<file path="src/power_ready_pkg.sv">
// Purpose: shared constants and carriers for the power and ready status block
// Assumes: 100 MHz core clock, 5-bit host register address, 16-bit data pins
// Notes: register field positions named here, logic uses only these names
package power_ready_pkg;
  // ==================================================
  // register offsets
  localparam logic [4:0] OFS_COMMAND = 5'h00;
  localparam logic [4:0] OFS_COUNT_LOW = 5'h0a;
  localparam logic [4:0] OFS_WAKE_STATUS = 5'h0a;
  localparam logic [4:0] OFS_COUNT_HIGH = 5'h0b;
  localparam logic [4:0] OFS_POWER_MODE = 5'h0b;
  localparam logic [4:0] OFS_DATA_CONFIG = 5'h0e;
  localparam logic [4:0] OFS_DATA_PORT = 5'h10;
  localparam logic [4:0] OFS_BUFFER_TYPE = 5'h15;
  localparam logic [4:0] OFS_STATE_FLAGS = 5'h17;
  localparam logic [4:0] OFS_HOST_WAKEUP = 5'h1f;
  localparam logic [4:0] OFS_BANK_LAST = 5'h0f;
  localparam logic [1:0] PAGE_ZERO = 2'h0;
  localparam logic [1:0] PAGE_THREE = 2'h3;
  // ==================================================
  // field positions and encodings
  localparam int PAGE_LSB = 6;
  localparam int CMD_LSB = 3;
  localparam logic [2:0] CMD_REMOTE_READ = 3'h1;
  localparam int WIDTH_SEL_BIT = 0;
  localparam int PULSE_SEL_BIT = 6;
  localparam int POL_HIGH_BIT = 5;
  localparam int OPEN_DRAIN_BIT = 4;
  localparam int DEV_RDY_BIT = 4;
  localparam int RD_RDY_BIT = 5;
  localparam int DMA_DONE_BIT = 6;
  localparam int WAKE_KINDS = 3;
  localparam logic [7:0] RESET_BYTE = 8'h00;
  localparam logic [7:0] POWER_FULL = 8'h00;
  localparam logic [7:0] POWER_LISTEN = 8'h01;
  localparam logic [7:0] POWER_DEEP = 8'h02;
  // ==================================================
  // timing
  localparam int CLK_PERIOD_NS = 10;
  localparam int RD_WAIT_NS = 60;
  localparam int RD_WAIT_CYC = (RD_WAIT_NS / CLK_PERIOD_NS) < 1 ? 1 : RD_WAIT_NS / CLK_PERIOD_NS;
  localparam int PME_PULSE_MS = 60;
  localparam int PME_PULSE_CYC_DEF = PME_PULSE_MS * (1000000 / CLK_PERIOD_NS);
  localparam int PME_CNT_W = 23;
  localparam int RD_CNT_W = 4;
  // ==================================================
  // types
  typedef enum logic [1:0] {
    FULL_POWER_STATE = 2'b00,
    WAKE_LISTEN_STATE = 2'b01,
    DEEP_SLEEP_STATE = 2'b10
  } power_state_t;
  typedef struct packed {
    logic cs_n;
    logic rd_n;
    logic wr_n;
  } host_strobe_t;
  typedef struct packed {
    logic internal_clk;
    logic mac_host_clk;
    logic pm_rx_clk;
    logic phy_clk;
  } clock_gates_t;
endpackage

</file>
<file path="src/power_ready_ctrl.sv">
// Purpose: power state control, power event pin and ready status for the host
// Assumes: host strobes arrive from outside, address and data stable while strobed
// Notes: reads of offsets owned by other blocks return zero here
// How it works
// - one full state, two saving states via register
// - listen state keeps clock, PHY, receive wake
// - per state clock gating of modules
// - deep sleep stops every clock and block
// - wake event in listen state clears mode, back to full
// - host wakeup write returns to full power
// - power event pin push-pull or open-drain
// - power event polarity selectable
// - pulse select gives one 60 ms pulse
// - otherwise event output held until cleared
// - wake kinds recorded in readable flags
// - mode write or flag clear releases output
// - device ready low in reset, saving, busy
// - read ready low until remote data ready
// - not-ready after remote read command or data port read
// - not-ready period at most 60 ns
// - back-to-back data port reads once ready
// - count write clears remote done flag
// - count decrements on each data access
// - done flag sets when count reaches zero
// - byte registers, data port 8 or 16
// - offsets 01h-0Fh banked in four pages
// - offset 17h reads status, writes jam limit
module power_ready_ctrl
  import power_ready_pkg::*;
#(
  parameter int PME_PULSE_CYC = PME_PULSE_CYC_DEF
) (
  input wire logic clk_i,
  input wire logic reset_n_i,
  input wire host_strobe_t host_strobe_i,
  input wire logic [4:0] host_addr_i,
  input wire logic [15:0] host_data_i,
  output logic [15:0] host_data_o,
  output logic host_data_oe_n_o,
  input wire logic [WAKE_KINDS-1:0] wake_event_i,
  input wire logic eeprom_busy_i,
  input wire logic loopback_swap_i,
  input wire logic [15:0] rdma_data_i,
  output logic rdma_fetch_o,
  output logic port_width_o,
  output logic [7:0] jam_limit_o,
  output clock_gates_t gates_o,
  output logic restart_clocks_o,
  output logic pme_o,
  output logic pme_oe_n_o
);
  // ==================================================
  // strobe synchronisers
  host_strobe_t sync1_reg, sync2_reg, sync3_reg, pins_reg;
  logic wr_prev_reg, rd_prev_reg;
  wire host_strobe_t agree_w = ~(sync2_reg ^ sync3_reg);
  wire host_strobe_t pins_next = (sync3_reg & agree_w) | (pins_reg & ~agree_w);
  wire wr_act = ~pins_reg.cs_n & ~pins_reg.wr_n;
  wire rd_act = ~pins_reg.cs_n & ~pins_reg.rd_n;
  wire wr_start = wr_act & ~wr_prev_reg;
  wire rd_start = rd_act & ~rd_prev_reg;

  always_ff @(posedge clk_i or negedge reset_n_i) begin
    if (!reset_n_i) begin
      sync1_reg <= '1;
      sync2_reg <= '1;
      sync3_reg <= '1;
      pins_reg <= '1;
      wr_prev_reg <= 1'b0;
      rd_prev_reg <= 1'b0;
    end else begin
      sync1_reg <= host_strobe_i;
      sync2_reg <= sync1_reg;
      sync3_reg <= sync2_reg;
      pins_reg <= pins_next;
      wr_prev_reg <= wr_act;
      rd_prev_reg <= rd_act;
    end
  end

  // ==================================================
  // address decode
  logic [7:0] command_reg, data_config_reg, buffer_type_reg, power_mode_reg, jam_limit_reg;
  logic [WAKE_KINDS-1:0] wake_flags_reg;
  wire [1:0] page_w = command_reg[PAGE_LSB +: 2];
  wire banked_w = (host_addr_i != OFS_COMMAND) && (host_addr_i <= OFS_BANK_LAST);
  wire page0_w = !banked_w || (page_w == PAGE_ZERO);
  wire page3_w = banked_w && (page_w == PAGE_THREE);
  wire hit_command = host_addr_i == OFS_COMMAND;
  wire hit_count_low = page0_w && host_addr_i == OFS_COUNT_LOW;
  wire hit_count_high = page0_w && host_addr_i == OFS_COUNT_HIGH;
  wire hit_wake_status = page3_w && host_addr_i == OFS_WAKE_STATUS;
  wire hit_power_mode = page3_w && host_addr_i == OFS_POWER_MODE;
  wire hit_data_config = page0_w && host_addr_i == OFS_DATA_CONFIG;
  wire hit_data_port = host_addr_i[4:1] == OFS_DATA_PORT[4:1];
  wire hit_buffer_type = host_addr_i == OFS_BUFFER_TYPE;
  wire hit_state_flags = host_addr_i == OFS_STATE_FLAGS;
  wire hit_host_wakeup = host_addr_i == OFS_HOST_WAKEUP;
  wire wr_command = wr_start && hit_command;
  wire wr_count = wr_start && (hit_count_low || hit_count_high);
  wire wr_power_mode = wr_start && hit_power_mode;
  wire wr_wake_status = wr_start && hit_wake_status;
  wire dp_access = (wr_start || rd_start) && hit_data_port;
  wire dp_read = rd_start && hit_data_port;
  wire remote_read_cmd = wr_command && host_data_i[CMD_LSB +: 3] == CMD_REMOTE_READ;

  // ==================================================
  // control registers
  always_ff @(posedge clk_i or negedge reset_n_i) begin
    if (!reset_n_i) begin
      command_reg <= RESET_BYTE;
      data_config_reg <= RESET_BYTE;
      buffer_type_reg <= RESET_BYTE;
      jam_limit_reg <= RESET_BYTE;
    end else if (wr_start) begin
      if (hit_command) command_reg <= host_data_i[7:0];
      if (hit_data_config) data_config_reg <= host_data_i[7:0];
      if (hit_buffer_type) buffer_type_reg <= host_data_i[7:0];
      if (hit_state_flags) jam_limit_reg <= host_data_i[7:0];
    end
  end
  assign jam_limit_o = jam_limit_reg;
  assign port_width_o = data_config_reg[WIDTH_SEL_BIT];

  // ==================================================
  // power state
  power_state_t state_reg, state_next;
  wire wake_any = |wake_event_i;
  wire host_wake = wr_start && hit_host_wakeup && state_reg != FULL_POWER_STATE;
  wire rx_alive = state_reg != DEEP_SLEEP_STATE;
  wire wake_hit = wake_any && rx_alive;

  always_comb begin
    case (host_data_i[7:0])
      POWER_FULL: state_next = FULL_POWER_STATE;
      POWER_LISTEN: state_next = WAKE_LISTEN_STATE;
      POWER_DEEP: state_next = DEEP_SLEEP_STATE;
      default: state_next = state_reg;
    endcase
  end

  always_ff @(posedge clk_i or negedge reset_n_i) begin
    if (!reset_n_i) begin
      state_reg <= FULL_POWER_STATE;
      power_mode_reg <= POWER_FULL;
    end else if (host_wake || wake_hit) begin
      state_reg <= FULL_POWER_STATE;
      power_mode_reg <= POWER_FULL;
    end else if (wr_power_mode) begin
      state_reg <= state_next;
      power_mode_reg <= host_data_i[7:0];
    end
  end

  // clocks per state
  always_comb begin
    case (state_reg)
      FULL_POWER_STATE: gates_o = '1;
      WAKE_LISTEN_STATE: gates_o = '{internal_clk: 1'b1, mac_host_clk: 1'b0, pm_rx_clk: 1'b1, phy_clk: 1'b1};
      DEEP_SLEEP_STATE: gates_o = '0;
      default: gates_o = '1;
    endcase
  end
  // raw pins: the core clock is stopped in deep sleep
  assign restart_clocks_o = (state_reg == DEEP_SLEEP_STATE) && !host_strobe_i.cs_n && !host_strobe_i.wr_n
    && hit_host_wakeup;

  // ==================================================
  // wake flags and power event pin
  logic pme_active_reg;
  logic [PME_CNT_W-1:0] pme_cnt_reg;
  wire pulse_sel = buffer_type_reg[PULSE_SEL_BIT];
  wire flag_clear = wr_wake_status && |(host_data_i[WAKE_KINDS-1:0] & wake_flags_reg);
  wire clear_pme = wr_power_mode || flag_clear;
  wire pulse_done = pulse_sel && pme_cnt_reg == PME_CNT_W'(PME_PULSE_CYC - 1);

  always_ff @(posedge clk_i or negedge reset_n_i) begin
    if (!reset_n_i) begin
      wake_flags_reg <= '0;
    end else begin
      // new event beats a clear in the same cycle
      wake_flags_reg <= (wake_flags_reg & ~({WAKE_KINDS{wr_wake_status}} & host_data_i[WAKE_KINDS-1:0]))
        | (wake_event_i & {WAKE_KINDS{rx_alive}});
    end
  end

  always_ff @(posedge clk_i or negedge reset_n_i) begin
    if (!reset_n_i) begin
      pme_active_reg <= 1'b0;
      pme_cnt_reg <= '0;
    end else if (wake_hit) begin
      pme_active_reg <= 1'b1;
      pme_cnt_reg <= '0;
    end else if (clear_pme || pulse_done) begin
      pme_active_reg <= 1'b0;
      pme_cnt_reg <= '0;
    end else if (pme_active_reg && pulse_sel) begin
      pme_cnt_reg <= pme_cnt_reg + 1'b1;
    end
  end

  // push-pull drives both levels, open-drain only pulls low
  wire pme_level = pme_active_reg ? buffer_type_reg[POL_HIGH_BIT] : ~buffer_type_reg[POL_HIGH_BIT];
  assign pme_o = buffer_type_reg[OPEN_DRAIN_BIT] ? 1'b0 : pme_level;
  assign pme_oe_n_o = buffer_type_reg[OPEN_DRAIN_BIT] ? pme_level : 1'b0;

  // ==================================================
  // remote read readiness and byte count
  logic [15:0] count_reg, rd_data_reg;
  logic [RD_CNT_W-1:0] rd_wait_reg;
  logic rd_pending_reg, dma_done_reg, in_reset_reg;
  wire [15:0] step_w = port_width_o ? 16'h0002 : 16'h0001;
  wire [15:0] count_dec = count_reg > step_w ? count_reg - step_w : 16'h0000;
  wire fetch_start = remote_read_cmd || (dp_read && !rd_pending_reg);

  always_ff @(posedge clk_i or negedge reset_n_i) begin
    if (!reset_n_i) begin
      rd_pending_reg <= 1'b0;
      rd_wait_reg <= '0;
      rd_data_reg <= '0;
    end else if (fetch_start) begin
      rd_pending_reg <= 1'b1;
      rd_wait_reg <= RD_CNT_W'(RD_WAIT_CYC - 1);
    end else if (rd_pending_reg) begin
      if (rd_wait_reg == '0) begin
        rd_pending_reg <= 1'b0;
        rd_data_reg <= rdma_data_i;
      end else begin
        rd_wait_reg <= rd_wait_reg - 1'b1;
      end
    end
  end
  assign rdma_fetch_o = fetch_start;

  always_ff @(posedge clk_i or negedge reset_n_i) begin
    if (!reset_n_i) begin
      count_reg <= '0;
      dma_done_reg <= 1'b0;
    end else if (wr_count) begin
      if (hit_count_low) count_reg[7:0] <= host_data_i[7:0];
      else count_reg[15:8] <= host_data_i[7:0];
      dma_done_reg <= 1'b0;
    end else if (dp_access && count_reg != '0) begin
      count_reg <= count_dec;
      if (count_dec == '0) dma_done_reg <= 1'b1;
    end
  end

  always_ff @(posedge clk_i or negedge reset_n_i) begin
    if (!reset_n_i) in_reset_reg <= 1'b1;
    else in_reset_reg <= 1'b0;
  end

  // ==================================================
  // read path
  wire saving = state_reg != FULL_POWER_STATE;
  wire dev_ready = !(in_reset_reg || saving || eeprom_busy_i || loopback_swap_i);
  logic [7:0] state_flags_w;
  logic [15:0] read_mux_w;
  logic [15:0] host_data_reg;

  always_comb begin
    state_flags_w = '0;
    state_flags_w[DEV_RDY_BIT] = dev_ready;
    state_flags_w[RD_RDY_BIT] = !rd_pending_reg;
    state_flags_w[DMA_DONE_BIT] = dma_done_reg;
    read_mux_w = '0;
    if (hit_data_port) read_mux_w = port_width_o ? rd_data_reg : {8'h00, rd_data_reg[7:0]};
    else if (hit_command) read_mux_w[7:0] = command_reg;
    else if (hit_wake_status) read_mux_w[WAKE_KINDS-1:0] = wake_flags_reg;
    else if (hit_power_mode) read_mux_w[7:0] = power_mode_reg;
    else if (hit_buffer_type) read_mux_w[7:0] = buffer_type_reg;
    else if (hit_state_flags) read_mux_w[7:0] = state_flags_w;
  end

  always_ff @(posedge clk_i or negedge reset_n_i) begin
    if (!reset_n_i) host_data_reg <= '0;
    else if (rd_start) host_data_reg <= read_mux_w;
  end
  assign host_data_o = host_data_reg;
  assign host_data_oe_n_o = !(rd_act && rd_prev_reg);

  // ==================================================
  // checks
  property p_deep_gates;
    @(posedge clk_i) disable iff (!reset_n_i)
      state_reg == DEEP_SLEEP_STATE |-> gates_o == '0;
  endproperty
  a_deep_gates: assert property (p_deep_gates) else $error("deep sleep clocks not stopped");

  property p_listen_gates;
    @(posedge clk_i) disable iff (!reset_n_i)
      state_reg == WAKE_LISTEN_STATE |-> gates_o.internal_clk && gates_o.phy_clk && gates_o.pm_rx_clk
        && !gates_o.mac_host_clk;
  endproperty
  a_listen_gates: assert property (p_listen_gates) else $error("listen gating wrong");

  property p_wake_return;
    @(posedge clk_i) disable iff (!reset_n_i)
      (state_reg == WAKE_LISTEN_STATE && wake_any) |=> state_reg == FULL_POWER_STATE && power_mode_reg == POWER_FULL;
  endproperty
  a_wake_return: assert property (p_wake_return) else $error("wake event did not restore full power");

  property p_host_wake;
    @(posedge clk_i) disable iff (!reset_n_i)
      host_wake |=> state_reg == FULL_POWER_STATE;
  endproperty
  a_host_wake: assert property (p_host_wake) else $error("host wakeup ignored");

  property p_pme_hold;
    @(posedge clk_i) disable iff (!reset_n_i)
      (pme_active_reg && !pulse_sel && !clear_pme) |=> pme_active_reg;
  endproperty
  a_pme_hold: assert property (p_pme_hold) else $error("held event output dropped");

  property p_pme_release;
    @(posedge clk_i) disable iff (!reset_n_i)
      (clear_pme && !wake_hit) |=> !pme_active_reg;
  endproperty
  a_pme_release: assert property (p_pme_release) else $error("event output not released");

  property p_count_clears_done;
    @(posedge clk_i) disable iff (!reset_n_i)
      wr_count |=> !dma_done_reg;
  endproperty
  a_count_clears_done: assert property (p_count_clears_done) else $error("done flag survived count write");

  property p_rd_bound;
    @(posedge clk_i) disable iff (!reset_n_i)
      $rose(rd_pending_reg) |-> ##[1:6] !rd_pending_reg;
  endproperty
  a_rd_bound: assert property (p_rd_bound) else $error("read not ready too long");

  property p_saving_not_ready;
    @(posedge clk_i) disable iff (!reset_n_i)
      saving |-> !state_flags_w[DEV_RDY_BIT];
  endproperty
  a_saving_not_ready: assert property (p_saving_not_ready) else $error("ready shown while saving");

  property p_count_step;
    @(posedge clk_i) disable iff (!reset_n_i)
      (dp_access && !wr_count && count_reg > step_w) |=> count_reg == $past(count_reg) - $past(step_w);
  endproperty
  a_count_step: assert property (p_count_step) else $error("byte count not decremented");

  property p_zero_done;
    @(posedge clk_i) disable iff (!reset_n_i)
      (dp_access && !wr_count && count_reg != '0 && count_reg <= step_w) |=> dma_done_reg && count_reg == '0;
  endproperty
  a_zero_done: assert property (p_zero_done) else $error("done flag not set at zero");
endmodule

</file>
<file path="config.mk">
export PLATFORM = sky130hd
export DESIGN_NAME = power_ready_ctrl
export DESIGN_NICKNAME = d
export VERILOG_FILES = /design/src/power_ready_pkg.sv /design/src/power_ready_ctrl.sv
export SDC_FILE = /design/constraint.sdc
export NUM_CORES = 1
export LEC_CHECK = 0
export ABC_AREA = 0
export BUFFER_PORTS_ARGS = -buffer_cell sky130_fd_sc_hd__buf_4
export CAP_MARGIN = 20
export CORE_ASPECT_RATIO = 0.8
export CORE_UTILIZATION = 40
export CTS_CLUSTER_DIAMETER = 120
export DETAILED_ROUTE_END_ITERATION = 6
export SETUP_SLACK_MARGIN = 0.1
export SYNTH_ARGS = -nofsm -noshare
export SYNTH_HDL_FRONTEND = slang
export SYNTH_SLANG_ARGS = --single-unit
</file>
<file path="constraint.sdc">
create_clock -name clk_i -period 2.9 [get_ports clk_i]
set_clock_uncertainty 0.05 [all_clocks]
set_input_delay 0.145 -clock clk_i [delete_from_list [all_inputs] [get_ports clk_i]]
set_output_delay 0.145 -clock clk_i [all_outputs]
set_load 0.005 [all_outputs]
</file>
==> results.tsv <==
metric	value	unit
outcome	complete, no violations	
Avg WL per Cell	17.4	um
n_diodes	0	
final estimated routing congestion in global placement	0.880	
Tmin final	2670	ps
Final Cycle Share	0.922	
Least-Margin Pin Slew	779	ps
root buf cell	clkbuf_16	
startpoint types	register	
Synth top area share	0.471	
first-pass GRT wire length	26100	um
Die ar.	0.0162	mm^2
Critical Path RT	3210	ps
Largest register FFs	23	
Worst setup EP type	register	
Top cell by count, worst path	or4_1	
CP max FO	4	
FP Rows	40	
insertion delay to the later sink of the worst-skew pair	420	ps
register area share after synthesis	0.526	
pre-CTS setup slack	210	ps
ANT nets after route	0	
grt met3 use	0.0504	
Total Neg Setup Slack	0	ps
drt pass-1 iters	5	
average vias per placed instance	5.44	
clk buf depth	2	
post-CTS setup buffers	0	
fmax	0.374	GHz
Non-Filler Instances	927	
vias	5039	
Area growth syn-to-layout	26.5	%
RSZ-0062 raised after global routing	no	
Finish-stage setup viols	0	
Global Route Usage Sum	0.214	
gr busiest metal	met1	
Routed WL	16200	um
hpwl dp	11200	um
Main synth FF type	dfrtp_1	
clock slew at reported path FFs	60	ps
Yosys reg bits	131	
Synth async-reset ratio	1.00	
core region area	0.0152	mm^2
WP depth	8	
Port Buffers	72	
Leak Pwr	3.52	nW
Gate Count Post-Synth	592	
Synth cell types	65	
setup ws final	225	ps
DRC violations left	0	
grt total ovfl	0	
P per Cell Area	685	mW/mm^2
final hold vios	0	
syn_nets	647	
initial antenna violation count	0	
Slowest-stage cell, CP	or4b_4	
share of cells above drive strength 1	0.266	
Num CTS Buffers	17	
Setup CP Type	reg2reg	
Starting Density	0.413	
CTS Sinks	131	
worst vdd ir	0.360	mV
arrival time worst endpoint	2990	ps
Die Width	142	um
crit path buf inv count	1	
Slew headroom	0.473	
met2 GRT Util	0.306	
pins over their slew limit	0	
WHS Endpoint	jam_limit_o[0]	
Vert. Die Dim	114	um
top cell type by total area after synthesis	dfrtp_1	
crit-path max cell delay	480	ps
yosys warns	0	
I/O pin count	81	
H-Tree Depth	4	
Mean Syn Cell Area	10.6	um^2
Worst R2R End	count_reg[14]	
largest cells by area after synthesis	dfrtp_1 47%, mux2_2 7.2%, dfstp_2 5.4%, nor2_1 4.6%, o21ai_0 2.8%	
largest net degree at the start of global routing	58	
Hold Path Stages	2	
CP cell instances	inv_2 > ha_1 > fa_1 > or4b_4 > or2_2 > or4_1 > or4_1 > nand3_1	
EDFF count, synth	0	
CTS tree	done	
number of DRC markers in iteration 0	396	
Worst R2R Path Depth	8	
reg2reg start	data_config_reg[0]	
nets	760	
Design Power	5.43	mW
GRT met1 Usage	0.309	
Largest delay share family, worst path	simple AND/OR/NAND/NOR gates	
Cells after DPL	868	
number of global-route vias before repair	4891	
Max Cap Viol	0	
min-delay worst type	in2reg	
flop2flop setup slack	230	ps
Worst Min Path Start	host_data_i[0]	
Post-Syn Area	0.00627	mm^2
==> cells in the final DEF (no fill, tap or decap), types with 4 or more instances in the layout <==
master         Yosys  final
clkbuf_16          0     17
buf_4              5     89
or4_1              7      6
o21ai_0           35     35
mux2_2            40     40
dfstp_2           13     13
and3_1             5      5
dfrtp_1          118    118
nand4_1           11     11
a211oi_1           4      4
ha_1               7      7
dlygate4sd3_1      0     28
or2_2              7      7
clkinvlp_4         0      4
a22o_1            17     17
xor2_1            17     17
inv_1             18     17
a21oi_1           14     14
nor4b_1            5      4
clkbuf_8           0      5
nor4_1             8      8
nand3_1           13     13
nor3_1            16     16
mux2i_1           10     10
nand2_1           46     46
nand2b_1           5      5
or3_1              5      5
nor2_1            76     76
xnor2_1           11     11
==> stage by stage <==
step,util,hold slack (ps),area (um^2)
final,0.523,25.8,7930
after global routing,0.523,29.8,7930
after CTS,0.522,13.4,7920
after detailed placement,0.468,205,7090
after global placement,0.468,204,7090
after floorplan,-,-201,6270
==> layer usage <==
layer  share of wire  routed length (um)
met5               0                   0
met4           0.020                 316
met3           0.064                1030
met2            0.44                7060
met1            0.48                7750
==> synthesized netlist by cell type, types with 8 or more instances <==
master,n
dfrtp_1,118
a21oi_1,14
nand3_1,13
nor2_1,76
a22o_1,17
xnor2_1,11
clkbuf_1,13
xor2_1,17
nor3_1,16
nor4_1,8
dfstp_2,13
mux2i_1,10
nand2_1,46
nand4_1,11
mux2_2,40
inv_1,18
o21ai_0,35
==> report_power, final <==
group | leakage [nW] | internal, mW | switching [mW] | total [mW]
combinational | 1.57 | 0.547 | 0.527 | 1.07
sequential | 1.69 | 2.13 | 0.247 | 2.38
clock | 0.261 | 1.20 | 0.782 | 1.98
total | 3.52 | 3.88 | 1.56 | 5.43
==> how the worst max path moves through the flow <==
stage,startpoint,to,slack (ps)
CTS,data_config_reg[0],count_reg[14],180
finish,data_config_reg[0],count_reg[14],230
global placement,data_config_reg[0],count_reg[14],220
detailed placement,data_config_reg[0],count_reg[14],210
floorplan,data_config_reg[0],count_reg[14],170
global route,data_config_reg[0],count_reg[14],130
==> worst register-to-register path, cell delays in order (launching register included) <==
cell and delay, ps:
dfrtp_1 380, inv_2 80, ha_1 190, fa_1 190
or4b_4 480, or2_2 330, or4_1 420, or4_1 410
nand3_1 100
==> final cells by class <==
| type | instances | area, um^2 |
|---|---|---|
| Clock buffer | 24 | 502 |
| Sequential cell | 131 | 3290 |
| Timing Repair Buffer | 118 | 968 |
| Inverter | 18 | 67.6 |
| Fill cell | 1335 | 7240 |
| Multi-Input combinational cell | 419 | 2790 |
| Tap cell | 210 | 263 |
| Clock inverter | 7 | 48.8 |
==> repair_timing <==
action,4_1_cts,5_1_grt
hold buffers,28,0
hold endpoints to repair,95,0
endpoints found under the setup margin,0,2
gates resized for setup,0,3
==> cell families (layout without fill, tap and decap cells) <==
family,after synthesis,count (layout),share of synthesized area
simple gates,225,225,0.181
flops,131,131,0.526
compound gates,104,104,0.111
mux,50,50,0.0878
buf+inv,42,167,0.0323
xor+xnor,28,28,0.0391
fa+ha+maj,11,11,0.0220
other cells,1,1,0.000598
(Power assumes the default switching activity.)
